===== config.mk =====
export PLATFORM = sky130hd
export DESIGN_NAME = anbp_top
export DESIGN_NICKNAME = d
export VERILOG_FILES = /design/src/hw/anbp_pkg.sv /design/src/hw/anbp_mdio_slave.sv /design/src/hw/anbp_top.sv
export SDC_FILE = /design/constraint.sdc
export NUM_CORES = 1
export LEC_CHECK = 0
export BUFFER_PORTS_ARGS = -buffer_cell sky130_fd_sc_hd__clkbuf_2
export CORE_MARGIN = 1
export CORE_UTILIZATION = 60
export CTS_CLUSTER_DIAMETER = 60
export DETAILED_ROUTE_END_ITERATION = 7
export PLACE_DENSITY = 0.79
export SKIP_LAST_GASP = 1
export SYNTH_ARGS = -nofsm -noshare
export SYNTH_HDL_FRONTEND = slang
export SYNTH_SLANG_ARGS = --single-unit
export TNS_END_PERCENT = 20

===== constraint.sdc =====
create_clock -name SYS_CLK -period 2.8 [get_ports SYS_CLK]
set_input_delay 0.42 -clock SYS_CLK [delete_from_list [all_inputs] [get_ports SYS_CLK]]
set_output_delay 0.42 -clock SYS_CLK [all_outputs]
set_load 0.02 [all_outputs]

===== src/hw/anbp_pkg.sv =====
// constants and types for the base page advertisement block
package anbp_pkg;
  // ==========================================================
  // register map (management device address 7)
  localparam logic [4:0] AN_DEVAD = 5'h07;
  localparam logic [15:0] ADV_LOW_ADDR = 16'h0010;
  localparam logic [15:0] ADV_MID_ADDR = 16'h0011;
  localparam logic [15:0] ADV_HIGH_ADDR = 16'h0012;
  localparam logic [15:0] ADV_LOW_RST = 16'h1001;
  localparam logic [15:0] ADV_MID_RST = 16'h0080;
  localparam logic [15:0] ADV_HIGH_RST = 16'h4000;
  localparam logic [15:0] ADV_LOW_WMASK = 16'hBFFF;
  localparam int REG_ACK_BIT = 14;
  localparam int REG_ECHO_LSB = 5;
  localparam int REG_TAG_LSB = 5;
  // ==========================================================
  // codeword layout
  localparam int CW_W = 48;
  localparam int TAG_W = 5;
  localparam int CW_ACK_BIT = 14;
  localparam int CW_ECHO_LSB = 5;
  localparam int CW_NONCE_LSB = 16;
  // arbitrary nonzero seed for the nonce generator
  localparam logic [TAG_W-1:0] NONCE_SEED = 5'h15;
  // ==========================================================
  // management frame
  localparam logic [5:0] PRE_LEN = 6'h20;
  localparam logic [5:0] HDR_LAST = 6'h0B;
  localparam logic [5:0] DATA_LAST = 6'h0F;
  localparam logic [1:0] OP_ADDR = 2'h0;
  localparam logic [1:0] OP_WR = 2'h1;
  localparam logic [1:0] OP_RD = 2'h3;
  localparam logic [1:0] OP_RDINC = 2'h2;

  typedef enum logic [2:0] {MS_IDLE, MS_START, MS_HDR, MS_TA, MS_DATA}
    anbp_mdio_st_t;

  typedef struct packed {
    anbp_mdio_st_t st;
    logic mdc_prev;
    logic [5:0] cnt;
    logic [11:0] hdr;
    logic [15:0] sh;
    logic [15:0] addr;
    logic mine;
    logic wr_stb;
    logic [15:0] wr_data;
    logic out;
    logic oe_n;
  } anbp_mdio_t;

  typedef struct packed {
    logic [15:0] low;
    logic [15:0] mid;
    logic [15:0] high;
    logic [TAG_W-1:0] lfsr;
    logic [TAG_W-1:0] snap_echo;
    logic [CW_W-1:0] cw;
  } anbp_regs_t;
endpackage : anbp_pkg


===== src/hw/anbp_mdio_slave.sv =====
// management frame slave, address-extended frames, sampled on the clock
`timescale 1ns/1ns
module anbp_mdio_slave
  import anbp_pkg::*;
(
  input wire logic clk, // core clock
  input wire logic rst, // sync reset, high
  input wire logic mdc, // management clock pin, sampled
  input wire logic mdio_in, // management data pin level
  input wire logic [4:0] port_addr, // our port address
  input wire logic [15:0] rd_data, // read value at reg_addr
  output logic mdio_out, // data driven onto pin
  output logic mdio_oe_n, // low while driving
  output logic [15:0] reg_addr, // current register address
  output logic wr_stb, // one-cycle write pulse
  output logic [15:0] wr_data // write value
);
  anbp_mdio_t s_q, s_d;
  logic rise;
  logic [11:0] hdr_n;
  logic [15:0] val_n;

  // ==========================================================
  // frame decoder
  always_comb begin
    s_d = s_q;
    s_d.mdc_prev = mdc;
    s_d.wr_stb = 1'b0;
    rise = mdc & ~s_q.mdc_prev;
    hdr_n = {s_q.hdr[10:0], mdio_in};
    val_n = {s_q.sh[14:0], mdio_in};
    if (rise) begin
      case (s_q.st)
        MS_IDLE: begin
          if (mdio_in) begin
            if (s_q.cnt != PRE_LEN) s_d.cnt = s_q.cnt + 6'h01;
          end else begin
            s_d.st = (s_q.cnt == PRE_LEN) ? MS_START : MS_IDLE;
            s_d.cnt = '0;
          end
        end
        MS_START: begin
          s_d.st = mdio_in ? MS_IDLE : MS_HDR;
        end
        MS_HDR: begin
          s_d.hdr = hdr_n;
          s_d.cnt = s_q.cnt + 6'h01;
          // twelve header bits: op, port address, device address
          if (s_q.cnt == HDR_LAST) begin
            s_d.st = MS_TA;
            s_d.cnt = '0;
            // only device address 7 is answered here
            s_d.mine = (hdr_n[9:5] == port_addr) && (hdr_n[4:0] == AN_DEVAD);
          end
        end
        MS_TA: begin
          s_d.cnt = s_q.cnt + 6'h01;
          if (s_q.cnt == '0) begin
            if (s_q.mine && s_q.hdr[11]) begin
              s_d.oe_n = 1'b0;
              s_d.out = 1'b0;
            end
          end else begin
            s_d.st = MS_DATA;
            s_d.cnt = '0;
            s_d.sh = {rd_data[14:0], 1'b0};
            if (!s_q.oe_n) s_d.out = rd_data[15];
          end
        end
        MS_DATA: begin
          s_d.cnt = s_q.cnt + 6'h01;
          if (s_q.hdr[11]) begin
            s_d.out = s_q.sh[15];
            s_d.sh = {s_q.sh[14:0], 1'b0};
          end else begin
            s_d.sh = val_n;
          end
          if (s_q.cnt == DATA_LAST) begin
            s_d.st = MS_IDLE;
            s_d.cnt = '0;
            s_d.oe_n = 1'b1;
            s_d.out = 1'b0;
            if (s_q.mine) begin
              case (s_q.hdr[11:10])
                OP_ADDR: s_d.addr = val_n;
                OP_WR: begin
                  s_d.wr_stb = 1'b1;
                  s_d.wr_data = val_n;
                end
                OP_RDINC: s_d.addr = s_q.addr + 16'h0001;
                default: s_d.addr = s_q.addr;
              endcase
            end
          end
        end
        default: s_d.st = MS_IDLE;
      endcase
    end
  end

  always_ff @(posedge clk) begin
    if (rst) begin
      s_q <= '{st: MS_IDLE, oe_n: 1'b1, default: '0};
    end else begin
      s_q <= s_d;
    end
  end

  assign mdio_out = s_q.out;
  assign mdio_oe_n = s_q.oe_n;
  assign reg_addr = s_q.addr;
  assign wr_stb = s_q.wr_stb;
  assign wr_data = s_q.wr_data;
endmodule : anbp_mdio_slave


===== src/hw/anbp_top.sv =====
// base page advertisement registers and transmitted base codeword
`timescale 1ns/1ns
module anbp_top
  import anbp_pkg::*;
(
  input wire logic SYS_CLK, // 25 MHz core clock
  input wire logic RST, // sync reset, high
  input wire logic MDC, // management clock pin
  input wire logic MDIO_IN, // management data pin level
  output logic MDIO_OUT, // management data drive value
  output logic MDIO_OE_N, // low while driving data pin
  input wire logic [4:0] PORT_ADDR, // management port address
  input wire logic AN_START, // pulse: negotiation starts/restarts
  input wire logic ACK_TX, // acknowledge from arbitration
  input wire logic NONCE_EXCH, // level: unique nonces exchanged
  input wire logic [TAG_W-1:0] LP_NONCE, // partner's sent nonce
  output logic [CW_W-1:0] TX_CODEWORD // base codeword to transmit
);
  anbp_regs_t r_q, r_d;
  logic [15:0] reg_addr;
  logic wr_stb;
  logic [15:0] wr_data;
  logic [15:0] rd_data;

  // ==========================================================
  // management access
  anbp_mdio_slave u_mdio (
    .clk(SYS_CLK),
    .rst(RST),
    .mdc(MDC),
    .mdio_in(MDIO_IN),
    .port_addr(PORT_ADDR),
    .rd_data(rd_data),
    .mdio_out(MDIO_OUT),
    .mdio_oe_n(MDIO_OE_N),
    .reg_addr(reg_addr),
    .wr_stb(wr_stb),
    .wr_data(wr_data)
  );

  // unmapped addresses in this device read as zero
  always_comb begin
    case (reg_addr)
      ADV_LOW_ADDR: rd_data = r_q.low;
      ADV_MID_ADDR: rd_data = r_q.mid;
      ADV_HIGH_ADDR: rd_data = r_q.high;
      default: rd_data = 16'h0000;
    endcase
  end

  // ==========================================================
  // registers, nonce generator and codeword
  always_comb begin
    r_d = r_q;
    // free-running so the nonce taken at start is unpredictable
    r_d.lfsr = {r_q.lfsr[3:0], r_q.lfsr[4] ^ r_q.lfsr[2]};
    if (wr_stb) begin
      case (reg_addr)
        ADV_LOW_ADDR: r_d.low = wr_data & ADV_LOW_WMASK;
        ADV_MID_ADDR: r_d.mid = wr_data;
        ADV_HIGH_ADDR: r_d.high = wr_data;
        default: r_d.low = r_q.low;
      endcase
    end
    if (AN_START) begin
      // snapshot keeps the page steady through arbitration
      r_d.cw = {r_q.high, r_q.mid[15:REG_TAG_LSB], r_q.lfsr,
                r_q.low};
      r_d.snap_echo = r_q.low[REG_ECHO_LSB +: TAG_W];
    end
    r_d.cw[CW_ACK_BIT] = ACK_TX;
    r_d.cw[CW_ECHO_LSB +: TAG_W] = NONCE_EXCH ? LP_NONCE :
                                  r_d.snap_echo;
  end

  always_ff @(posedge SYS_CLK) begin
    if (RST) begin
      r_q.low <= ADV_LOW_RST;
      r_q.mid <= ADV_MID_RST;
      r_q.high <= ADV_HIGH_RST;
      r_q.lfsr <= NONCE_SEED;
      r_q.snap_echo <= '0;
      r_q.cw <= {ADV_HIGH_RST, ADV_MID_RST[15:REG_TAG_LSB], NONCE_SEED,
                 ADV_LOW_RST};
    end else begin
      r_q <= r_d;
    end
  end

  assign TX_CODEWORD = r_q.cw;
endmodule : anbp_top


* Word level (Yosys, flattened, before mapping)
Cells that the tools add are included.
** Storage, ports and cells
- Register bits after elaboration :: 179
- Latch bits :: 0
- Bits in writable memories :: 0
- Memory bits (read-only) :: 0
- Bits of input ports :: 17
- Memories :: 0
** Operators by class
- $add $sub $neg :: 2
- $mul :: 0
- Div/mod/pow operators :: 0
- $lt $le $gt $ge :: 0
- Equality and inequality tests :: 25
- Shift operators :: 0
- Multiplexer cells :: 28
- Bitwise gates (word level) :: 7
- Reductions and logical operators :: 21
** Operator list (count)
- 16-bit case mux with 2 select lines :: 2
- 53-bit two-way mux :: 1
- 16-bit by 5-bit == test with 1-bit output, second input constant :: 3
- 16-bit case mux with 3 select lines :: 1
- 6-bit two-way mux :: 5
- 5-bit AND reduction :: 5
- 6-bit case mux with 4 select lines :: 1
- 17-bit two-way mux :: 1
- 16-bit by 1-bit adder with 16-bit output, second input constant :: 1
- 16-bit two-way mux :: 1
- 3-bit case mux with 5 select lines :: 1
- 6-bit by 4-bit == test with 1-bit output, second input constant :: 2
- 3-bit two-way mux :: 4
- 3-bit AND reduction :: 3
- 2-bit by 1-bit inequality test with 1-bit output, second input constant :: 4
- 2-bit AND reduction :: 4
- 6-bit by 1-bit adder with 6-bit output, second input constant :: 1
- 3-bit by 2-bit == test with 1-bit output, second input constant :: 2
- 6-bit == test, second input constant :: 1
- 6-bit logical NOT :: 1
- 1-bit two-way mux :: 6
- 2-bit two-way mux :: 3
- 3-bit inequality test, second input constant :: 2
- 6-bit inequality test, second input constant :: 1
- 20 further kinds :: 27

* Logic depth before layout (Yosys ltp)
Gate-level depths: netlist of run 1.
- Word-level depth :: 5
- Mapped depth :: 8

* Modules after synthesis
A second synthesis of run 1 with hierarchy kept.
** Unflattened totals
- Cells, all modules :: 988
- Area total of the unflattened synthesis :: 8679.6 um^2
** Modules (own cells, without submodules)
- anbp_top :: times used 1, cells an instance 488, area each 4765.8 um^2
- anbp_mdio_slave :: times used 1, cells an instance 500, area each 3913.8 um^2

* Least setup slack after synthesis of run 1
No wires, ideal clock.
- Path kind :: reg-to-reg
- Start point :: register u_mdio.s_q (netlist bit u_mdio.reg_addr[0])
- End point :: register u_mdio.s_q[42] (netlist name)
- Library setup time :: 145 ps
- Arrival :: 1870 ps
- Slack :: 786 ps
- Cell stages (with the launch flop) :: 9
- Buffers on the path :: 2
- Cell sequence :: dfxtp_1 -> inv_1 -> ha_1 -> clkbuf_1 -> o31ai_1 -> buf_2 -> nor3_1 -> a21oi_1 -> a211oi_2
** On the way
- Longest elaborated chain between the ends :: 4
- Elaborated cells on any way between the ends :: 6
** Ends and longest elaborated chain
- from (decl) :: RTL line anbp_mdio_slave.sv:18 : anbp_mdio_t s_q, s_d;
- from (signal assigned) :: RTL line anbp_mdio_slave.sv:103 : s_q <= '{st: MS_IDLE, oe_n: 1'b1, default: '0};
- from (signal assigned) :: RTL line anbp_mdio_slave.sv:105 : s_q <= s_d;
- 16-bit by 5-bit == test with 1-bit output :: RTL line anbp_top.sv:43 : case (reg_addr)
- 16-bit case mux with 3 select lines * :: RTL line anbp_top.sv:43
- 16-bit two-way mux * :: RTL line anbp_mdio_slave.sv:58 : if (s_q.cnt == '0) begin
- 16-bit case mux with 2 select lines * :: RTL line anbp_mdio_slave.sv:33 : case (s_q.st)
Mark *: on every way between the ends. The rest lies on a longest branch, timed or not. The select of a mux whose other input is x is not followed.
A chain may end at the register's enable or synchronous reset.

* Worst setup path in the final report of run 1
- Start point :: register u_mdio.s_q (netlist bit u_mdio.reg_addr[0])
- End point :: register u_mdio.s_q[46] (netlist name)
The elaborated chain is that of the path after synthesis.

==> results of run 1 <==
-- cells by family (layout without fill, tap and decap cells) --
logic type	after synthesis	count (layout)	synth area share
adder cells (fa/ha/maj)	6	6	0.009262
AO/OA/AOI/OAI	143	143	0.1314
XOR/XNOR	6	6	0.006483
multiplexers	114	114	0.1408
AND/OR/NAND/NOR	309	309	0.1809
buffers and inverters	122	123	0.08907
flip-flops	179	179	0.4421
-- cells in the final DEF (no fill, tap or decap), types with 11 or more instances in the layout --
cell type / n
buf_4: 15
nand2_1: 29
nand3_1: 21
nor2_1: 171
a21oi_1: 43
clkbuf_2: 65
a222oi_1: 15
a211o_1: 11
o21ai_0: 16
clkbuf_16: 17
a211oi_2: 15
nor3_1: 22
dfxtp_1: 179
nor2b_1: 15
mux2i_1: 114
-- worst max-delay path by stage --
stage | cells after the start | slack [ps] | endpoint
2_1_floorplan | 8 | 790 | u_mdio.s_q[42]
3_3_place_gp | 6 | 660 | u_mdio.reg_addr[2]
3_5_place_dp | 6 | 640 | u_mdio.reg_addr[2]
4_1_cts | 8 | 630 | u_mdio.s_q[46]
5_1_grt | 8 | 400 | u_mdio.s_q[46]
6_report | 8 | 610 | u_mdio.s_q[46]
-- layer usage --
metal	vias to the layer above	part of all wire
met3	20	0.038
met5	-	0
li1	3014	-
met2	155	0.50
met4	0	0.016
met1	2994	0.45
-- registers in the layout, summed over array words and instances, names as in the netlist --
register,count
TX_CODEWORD,48
u_mdio.s_q,28
u_mdio.wr_data,16
r_q,53
u_mdio.reg_addr,16
u_mdio.wr_stb,1
u_mdio.hdr_n,11
u_mdio.mdio_out,1
r_d,4
u_mdio.mdio_oe_n,1
-- cell type report --
class | count | share of cell area
multi-input combinational | 578 | 0.4390
sequential | 179 | 0.4127
clock buffer | 21 | 0.05419
timing repair buffer | 82 | 0.05404
tap | 176 | 0.02536
clock inverter | 11 | 0.01081
inverter | 9 | 0.003891
-- where the power goes --
part	internal, mW	leakage (nW)	switching [mW]	total (mW)
Sequential	2.56	1.45	0.0101	2.57
Clock	1.23	0.271	1.03	2.26
Combinational	0.0620	1.79	0.111	0.173
-- tightest hold or removal path, stage by stage --
cell	delay (ps)
clkbuf_2	70
a21oi_1	50
nor2_1	70
-- per-stage QoR --
| step | total power [mW] | util |
|---|---|---|
| 4_1_cts | 5.035 | 0.6582 |
| 5_1_grt | 5.173 | 0.6582 |
| 3_5_place_dp | 2.804 | 0.6154 |
| 6_report | 5.003 | 0.6582 |
| 2_1_floorplan | 2.771 | - |
| 3_3_place_gp | 2.803 | 0.6154 |
==> impl_metrics.tcl, run 1 <==
set metrics [dict create \
    vdd_ir_drop_max_uv 402.0 \
    grt_antenna_before_repair 0 \
    grt_first_pass_wirelength_um 28540 \
    path_cells "inv_1, ha_1, buf_4, o31ai_1, buf_4, nor3_1, a21oi_1, a211oi_2" \
    worst_ep_required_time_ps 3110 \
    power_density_nw_per_um2 576.3 \
    placed_cell_area_um2 8118 \
    synth-seq-cells 179 \
    seq_area_um2 3583 \
    gr-usage-met2 0.4287 \
    detail_route.vias_per_cell 5.855 \
    timing.final.crit_share 0.7817 \
    routabilityCongestion 0.8405 \
    dp.final_hpwl_um 11160 \
    setup_slack_ps 611.1 \
    drc_errors 0 \
    crit_path_max_fanout 15 \
    synth_top_cell_area_share 0.4421 \
    power.static_leakage_nw 3.505 \
    synthTopCellsByArea "dfxtp_1 44%, mux2i_1 14%, nor2_1 7.9%" \
    unrepaired_setup_endpoints_after_global_routing "no" \
    hold_path_startpoint "LP_NONCE[0]" \
    drt-total-wl_um 17070 \
    area_delta_synth_final_pct 7.116 \
    path_common_cell "buf_4" \
    fmax_mhz 456.9 \
    setup.worst_path.start_class "flop" \
    tritoncts "done" \
    worstMarginPinSlew_ps 843.1 \
    rrSetupSlack_ps 610 \
    synth_most_common_cell "dfxtp_1" \
    crit-reg2reg-capture "u_mdio.s_q[46]" \
    grt_busiest_layer "met2" \
    setup.worst_path.end_class "flop" \
    grt_overflow 0 \
    crit_start "u_mdio.reg_addr[0]" \
    ys.flop_type "dfxtp_1" \
    clk-insertion-delay-late_ps 440 \
    cts.path.max_buffers 2 \
    cts.clk_slew.worst_paths_ps 70 \
    ant_nets 0 \
    multi_input_area_um2 3811 \
    cts_resized 0 \
    count_of_final_hold_check_violations 0 \
    timing.hold.ws_ps 212.9 \
    arrival_ps 2490 \
    die_area_um2 13980 \
    setup_viol 0 \
    die-height_um 118.2 \
    diodes 0 \
    hold_path_depth 3 \
    hold-path-endpoint "TX_CODEWORD[5]" \
    synthesis.nets 902 \
    r2r_start "u_mdio.reg_addr[0]" \
    synth.yosys.warnings 0 \
    post-route-min-period_ps 2189 \
    drv.max_cap_violation_count 0 \
    setup_total_negative_slack_ps 0 \
    num_rows 42 \
    worstPathBufferInverterCount 3 \
    final_cell_area_um2 8682 \
    netlist_instances 879 \
    outcome "complete, no violations" \
    initial_core_utilization 0.6145 \
    cpPeakStageDelay_ps 440 \
    tritoncts.num_buffers 17 \
    numPlacedInstances 1024 \
    fillCellCount 1068 \
    postSynthAreaPerCell_um2 9.221 \
    drive_above_1_share 0.1670 \
    grt_max_degree 72 \
    mappedNetlistArea_um2 8105 \
    fin_worst_skew_ps 11.68 \
    grt_usage 0.2530 \
    worst_reg_to_reg_cells 8 \
    timing.critical_path.max_delay_family "buffers and inverters" \
    drt-wirelength-per-cell_um 16.16 \
    num-nets-final 890 \
    synth_top_cell_by_area "dfxtp_1" \
    drt_pre_antenna_iters 8 \
    grt_use_met1 0.3188 \
    floorplan.io_pins 67 \
    synth.cells.most_frequent "179 x dfxtp_1, 171 x nor2_1, 114 x mux2i_1, 55 x buf_4, 43 x a21oi_1" \
    synth_sequential_area_ratio 0.4421 \
    post_synth_num_cell_types 64 \
    cts_root_buf "clkbuf_16" \
    initialDrtViolationCount 552 \
    first_global_vias 5838 \
    postCtsHoldBufs 0 \
    placement.setup.worst_slack_ps 644.3 \
    slowest_cp_cell "dfxtp_1" \
    report.final.slew_viol_count 0 \
    ys_async_sr_fraction 0 \
    timing.max_slew.rel_slack 0.4379 \
    chipWidth_um 118.2 \
    clock_tree.htree_level_count 4 \
    cts_num_sinks 179 \
    hp-class "primary input to flop" \
    coreArea_um2 13190 \
    grtUsageMet3 0.04295 \
    post-cts-setup-buffers 0 \
    count_of_flip_flops_with_a_built_in_enable_after_synthesis 0 \
    place.port_buffers 66 \
    vias 6183 \
    instances_no_fill 1056 \
    crit_type "flop to flop" \
]
No activity file was read; power rests on OpenSTA's default activity.
==> run 2, diff against run 1 <==
--- a/config.mk
+++ b/config.mk
@@ -7,10 +7,10 @@
 export LEC_CHECK = 0
 export BUFFER_PORTS_ARGS = -buffer_cell sky130_fd_sc_hd__clkbuf_2
 export CORE_MARGIN = 1
-export CORE_UTILIZATION = 60
+export CORE_UTILIZATION = 54
 export CTS_CLUSTER_DIAMETER = 60
 export DETAILED_ROUTE_END_ITERATION = 7
-export PLACE_DENSITY = 0.79
+export PLACE_DENSITY = 0.75
 export SKIP_LAST_GASP = 1
 export SYNTH_ARGS = -nofsm -noshare
 export SYNTH_HDL_FRONTEND = slang
==> constraint.sdc (replaced) <==
create_clock -name SYS_CLK -period 2 [get_ports SYS_CLK]
set_input_delay 0.3 -clock SYS_CLK [delete_from_list [all_inputs] [get_ports SYS_CLK]]
set_output_delay 0.3 -clock SYS_CLK [all_outputs]
set_load 0.02 [all_outputs]
==> run 2 against run 1 <==
Against the previous run: wire length up 6.8%; clock skew about the same; global-route usage down 2.0 points; maximum frequency up 9.8%; first-iteration DRC count up 17%; flip-flop and latch count unchanged; clock power up 36%; register-to-register slack worse by 610 ps; largest cell class unchanged; critical endpoint is now u_mdio.s_q[43]; highest routed layer unchanged; final cell count up 4.3%; count of clock-buffer cells in the layout down 2; critical path type unchanged; sequential power up 40%.
==> impl_metrics.tcl, run 2 (synthesized netlist as in run 1, its figures left out) <==
set metrics [dict create \
    power.static_leakage_nw 3.709 \
    hold_path_startpoint "ACK_TX" \
    cts.path.max_buffers 2 \
    crit_type "flop to flop" \
    setup.worst_path.end_class "flop" \
    grt_max_degree 53 \
    dp.final_hpwl_um 12050 \
    slowest_cp_cell "a222oi_1" \
    drt-wirelength-per-cell_um 16.56 \
    hold_path_depth 2 \
    hp-class "primary input to flop" \
    arrival_ps 2300 \
    tritoncts.num_buffers 17 \
    fin_worst_skew_ps 11.50 \
    cpPeakStageDelay_ps 410 \
    chipWidth_um 124.5 \
    timing.max_slew.rel_slack 0.6641 \
    setup_total_negative_slack_ps 0 \
    drt_pre_antenna_iters 6 \
    clock_tree.htree_level_count 4 \
    post-route-min-period_ps 1994 \
    tritoncts "done" \
    cell_internal_pwr_mw 5.329 \
    comb_power_share 0.038 \
    power.switching_mw 1.616 \
    fillCellCount 1199 \
    crit-reg2reg-capture "u_mdio.s_q[43]" \
    postCtsHoldBufs 0 \
    cts_root_buf "clkbuf_16" \
    grt_usage 0.2332 \
    die-height_um 124.5 \
    largest_reg_flops 53 \
    grt_overflow 0 \
    ant_nets 0 \
    coreArea_um2 14590 \
    clk-insertion-delay-late_ps 430 \
    routabilityCongestion 0.8731 \
    num-nets-final 928 \
    outcome "complete, no violations" \
    cts.clk_slew.worst_paths_ps 70 \
    cts_num_sinks 179 \
    power.share.switching 0.2327 \
    place.port_buffers 66 \
    timing.critical_path.max_delay_family "compound AO/OA/AOI/OAI gates" \
    power_frac_seq 0.519 \
    vdd_ir_drop_max_uv 544.6 \
    diodes 0 \
    layout.cells.most_common_list "177 x dfxtp_1, 170 x nor2_1, 114 x mux2i_1" \
    path_cells "inv_1, ha_1, buf_4, a222oi_1, nor3_1, a21oi_1, a211oi_2" \
    setup.worst_path.start_class "flop" \
    count_of_final_hold_check_violations 0 \
    grt_antenna_before_repair 0 \
    area_delta_synth_final_pct 11.93 \
    floorplan.io_pins 67 \
    drive_above_1_share 0.2148 \
    r2r_start "u_mdio.reg_addr[1]" \
    detail_route.vias_per_cell 5.796 \
    power_density_nw_per_um2 765.6 \
    worst_reg_to_reg_cells 7 \
    initial_core_utilization 0.5556 \
    num_rows 44 \
    setup_viol 0 \
    crit_path_max_fanout 11 \
    drv.max_cap_violation_count 0 \
    finalPower_mw 6.945 \
    worst_ep_required_time_ps 2300 \
    power.clock.fraction 0.444 \
    grt_first_pass_wirelength_um 29540 \
    worstMarginPinSlew_ps 503.8 \
    worstPathBufferInverterCount 2 \
    mostFrequentLayoutCell "dfxtp_1" \
    rrSetupSlack_ps 6 \
    hold-path-endpoint "TX_CODEWORD[14]" \
    vias 6381 \
    max_flop_register "r_q" \
    drc_errors 0 \
    unrepaired_setup_endpoints_after_global_routing "yes" \
    initialDrtViolationCount 645 \
    postLayoutCoreUtil 0.6219 \
    fmax_mhz 501.4 \
    die_area_um2 15500 \
    drt-total-wl_um 18230 \
    timing.final.crit_share 0.9971 \
    first_global_vias 5952 \
    report.final.slew_viol_count 0 \
]
run 2: power groups by stage:
stage | registers (mW) | clock network (mW) | logic (mW)
6_report | 3.60 | 3.08 | 0.261
5_1_grt | 3.60 | 3.30 | 0.282
4_1_cts | 3.60 | 3.14 | 0.255
3_5_place_dp | 3.68 | 0 | 0.254
2_1_floorplan | 3.68 | 0 | 0.199
3_3_place_gp | 3.68 | 0 | 0.254
run 2: final cells by class:
type,count,area (um2),area share
tap,184,230.2,0.02538
clock buffer,19,442.9,0.04882
timing repair buffer,118,789.5,0.08702
sequential,179,3588,0.3955
inverter,9,33.78,0.003724
clock inverter,12,98.84,0.01090
multi-input combinational,580,3889,0.4286
run 2: worst max path at each step:
stage / from / end / slack [ps] / cells after the start
finish: u_mdio.reg_addr[1] / u_mdio.s_q[43] / 6 / 7
global route: u_mdio.reg_addr[1] / u_mdio.s_q[43] / -30 / 7
CTS: u_mdio.s_q[64] / u_mdio.s_q[36] / -10 / 7
detailed placement: u_mdio.s_q[64] / u_mdio.s_q[36] / 10 / 7
global placement: u_mdio.s_q[64] / u_mdio.s_q[36] / 70 / 7
floorplan: u_mdio.s_q[64] / u_mdio.wr_data[10] / 110 / 8
run 2: repair_timing:
item / CTS / global route
pin swaps: 0 / 5
endpoints found under the setup margin: 1 / 31
gates cloned: 0 / 2
buffers inserted: 0 / 0
gates resized for setup: 0 / 17
run 2: routing by layer:
layer  vias to the layer above  track usage  part of all wire
li1                       3094            -                 -
met1                      3053       0.3096              0.45
met2                       204       0.3760              0.48
met3                        30      0.04682             0.052
met4                         0      0.08150             0.018
met5                         -            0                 0
run 2: per-stage QoR:
| step | worst slack (ps) | cells | hold WS, ps | instance area (um2) |
|---|---|---|---|---|
| floorplan | 109.5 | 879 | 416.8 | 8110 |
| global placement | 68.54 | 1068 | 427.3 | 8453 |
| detailed placement | 11.43 | 1068 | 433.7 | 8453 |
| CTS | -11.93 | 1099 | 72.83 | 8995 |
| global route | -33.58 | 1101 | 90.44 | 9072 |
| finish | 5.755 | 1101 | 83.52 | 9072 |
==> run 3, diff against run 2 <==
--- a/config.mk
+++ b/config.mk
@@ -5,6 +5,7 @@
 export SDC_FILE = /design/constraint.sdc
 export NUM_CORES = 1
 export LEC_CHECK = 0
+export ABC_AREA = 1
 export BUFFER_PORTS_ARGS = -buffer_cell sky130_fd_sc_hd__clkbuf_2
 export CORE_MARGIN = 1
 export CORE_UTILIZATION = 54
==> run 3 against run 2 <==
Against the previous run: synthesized cell count is 26% higher; wire length grew 7.5%; flip-flop and latch count is the same; maximum frequency grew 8.9%; total power grew 15%; sequential power is 5% higher; count of clock-buffer cells in the layout grew 1; global-route usage up 2.4 points; core utilization down 1.5 points; clock power up 13%; clock skew shrank 2.3 ps; worst setup slack improved by 160 ps; largest cell class is now sequential cells.
==> impl_metrics.tcl, run 3 <==
set metrics [dict create \
    synthTopCellsByArea "dfxtp_1 44%, o21ai_0 8.6%, a21oi_1 8.3%" \
    layout.cells.most_common_list "179 x dfxtp_1, 147 x nand2_1, 138 x o21ai_0" \
    power_density_nw_per_um2 903.3 \
    arrival_ps 2190 \
    routabilityCongestion 0.8850 \
    setup_viol 0 \
    ys.flop_type "dfxtp_1" \
    cts_root_buf "clkbuf_16" \
    place.port_buffers 66 \
    diodes 0 \
    synthesis.nets 1134 \
    setup.worst_path.start_class "flop" \
    drc_errors 0 \
    drive_above_1_share 0.1272 \
    clk-insertion-delay-late_ps 430 \
    tritoncts "done" \
    chipWidth_um 124.2 \
    drt_pre_antenna_iters 5 \
    synth.cells.most_frequent "179 x dfxtp_1, 147 x nand2_1, 138 x o21ai_0, 133 x a21oi_1, 127 x nor2_1" \
    count_of_final_hold_check_violations 0 \
    drt-total-wl_um 19600 \
    r2r_start "u_mdio.s_q[72]" \
    first_global_vias 6668 \
    fillCellCount 1338 \
    initial_core_utilization 0.5548 \
    synth_top_cell_area_share 0.4444 \
    worstMarginPinSlew_ps 501.4 \
    worst_ep_required_time_ps 2360 \
    synth_sequential_area_ratio 0.4444 \
    coreArea_um2 14530 \
    dp.final_hpwl_um 13710 \
    hp-class "primary input to flop" \
    count_of_flip_flops_with_a_built_in_enable_after_synthesis 0 \
    final_cell_area_um2 8813 \
    timing.hold.ws_ps 52.70 \
    postSynthAreaPerCell_um2 7.258 \
    clock_tree.htree_level_count 4 \
    placed_cell_area_um2 8198 \
    report.final.slew_viol_count 0 \
    drt-wirelength-per-cell_um 14.98 \
    die_area_um2 15430 \
    multi_input_area_um2 3503 \
    timing.max_slew.rel_slack 0.6654 \
    largest_reg_flops 53 \
    power.static_leakage_nw 3.491 \
    post-route-min-period_ps 1831 \
    crit_type "flop to flop" \
    floorplan.io_pins 67 \
    setup_slack_ps 169.5 \
    num_rows 44 \
    ant_nets 0 \
    mostFrequentLayoutCell "dfxtp_1" \
    synth-seq-cells 179 \
    netlist_instances 1111 \
    max_flop_register "r_q" \
    crit_path_max_fanout 19 \
    cts.path.max_buffers 2 \
    mappedNetlistArea_um2 8064 \
    synth_most_common_cell "dfxtp_1" \
    synth.yosys.warnings 0 \
    hold_path_startpoint "ACK_TX" \
    cts.clk_slew.worst_paths_ps 70 \
    setup.worst_path.end_class "flop" \
    seq_area_um2 3583 \
    die-height_um 124.2 \
    placement.setup.worst_slack_ps 208.9 \
    vdd_ir_drop_max_uv 737.4 \
    post_synth_num_cell_types 35 \
    fmax_mhz 546.3 \
    drv.max_cap_violation_count 0 \
    grt_antenna_before_repair 0 \
    grt_max_degree 71 \
    area_delta_synth_final_pct 9.294 \
    fin_worst_skew_ps 9.218 \
    worst_reg_to_reg_cells 8 \
    tritoncts.num_buffers 17 \
    hold-path-endpoint "TX_CODEWORD[14]" \
    grt_usage 0.2575 \
    outcome "complete, no violations" \
    vias 7263 \
    grt_overflow 0 \
    num-nets-final 1134 \
    timing.final.crit_share 0.9153 \
    rrSetupSlack_ps 170 \
    numPlacedInstances 1276 \
    postCtsHoldBufs 0 \
    detail_route.vias_per_cell 5.553 \
    crit-reg2reg-capture "u_mdio.s_q[38]" \
    hold_path_depth 3 \
    synth_top_cell_by_area "dfxtp_1" \
    cts_num_sinks 179 \
    ys_async_sr_fraction 0 \
    grt_first_pass_wirelength_um 32240 \
    initialDrtViolationCount 724 \
    instances_no_fill 1308 \
]
[run 3: changes by cell type after synthesis, moves of 15 or more]
| cell | previous run | this run |
|---|---|---|
| o21ai_0 | 16 | 138 |
| a222oi_1 | 15 | 0 |
| nor3_1 | 23 | 8 |
| a211oi_2 | 15 | 0 |
| nor2b_1 | 15 | 0 |
| a21oi_1 | 43 | 133 |
| nor2_1 | 171 | 127 |
| inv_1 | 9 | 84 |
| mux2i_1 | 114 | 0 |
| nand3_1 | 21 | 118 |
| nand2_1 | 29 | 147 |
[run 3: cell type report]
class / instances / area share
tap: 184 / 0.02612
timing repair buffer: 88 / 0.06048
multi-input combinational: 732 / 0.3975
inverter: 93 / 0.03975
sequential: 179 / 0.4066
clock inverter: 12 / 0.01888
clock buffer: 20 / 0.05068
[run 3: what timing repair did]
| item | 4_1_cts | 5_1_grt |
|---|---|---|
| endpoints found under the setup margin | 0 | 4 |
| setup buffers | 0 | 0 |
| resized for setup | 0 | 1 |
[run 3: layer usage]
metal	wire, um	part of all wire	GRT usage	up-vias
met5	0	0	0	-
met4	576	0.029	0.1269	0
met3	1112	0.057	0.04397	40
met2	9448	0.48	0.4225	246
met1	8458	0.43	0.3263	3343
li1	-	-	-	3634
[run 3: logic make-up after synthesis]
kind of cell,after synthesis,synth area share
and+or+nand+nor,427,0.2338
AOI/OAI and AO/OA,293,0.1845
buffers and inverters,200,0.1215
DFF,179,0.4444
xor gates and xnor gates,6,0.006517
adders and majority gates,6,0.009309
[run 3: worst max-delay path by stage]
stage | startpoint | slack, ps | depth (start not counted) | end
4_1_cts | u_mdio.s_q[64] | 180 | 9 | u_mdio.reg_addr[8]
3_3_place_gp | u_mdio.s_q[72] | 250 | 8 | u_mdio.s_q[51]
6_report | u_mdio.s_q[72] | 170 | 8 | u_mdio.s_q[38]
3_5_place_dp | u_mdio.s_q[64] | 210 | 9 | u_mdio.reg_addr[8]
5_1_grt | u_mdio.s_q[64] | -10 | 10 | u_mdio.s_q[73]
2_1_floorplan | u_mdio.s_q[64] | 370 | 9 | u_mdio.reg_addr[0]
[run 3: report_power, final]
part           leakage [nW]  internal [mW]  switching [mW]  total, mW
clock network         0.298           2.03            1.44       3.47
registers              1.46           3.68          0.0910       3.78
logic                  1.74          0.235           0.480      0.714
[run 3: through the flow]
stage / power [mW] / TNS (ps) / utilization
floorplan: 4.417 / 0 / -
global placement: 4.552 / 0 / 0.5641
detailed placement: 4.560 / 0 / 0.5641
CTS: 7.996 / 0 / 0.6062
global route: 8.277 / -10.55 / 0.6064
finish: 7.961 / 0 / 0.6064
[run 3: critical path, cell delays in order (launching register included)]
cell	delay [ps]
dfxtp_1	360
nor2_1	210
nand2_1	110
buf_4	230
nand2_4	100
nand3_4	210
inv_2	280
o21ai_0	130
a21oi_1	120
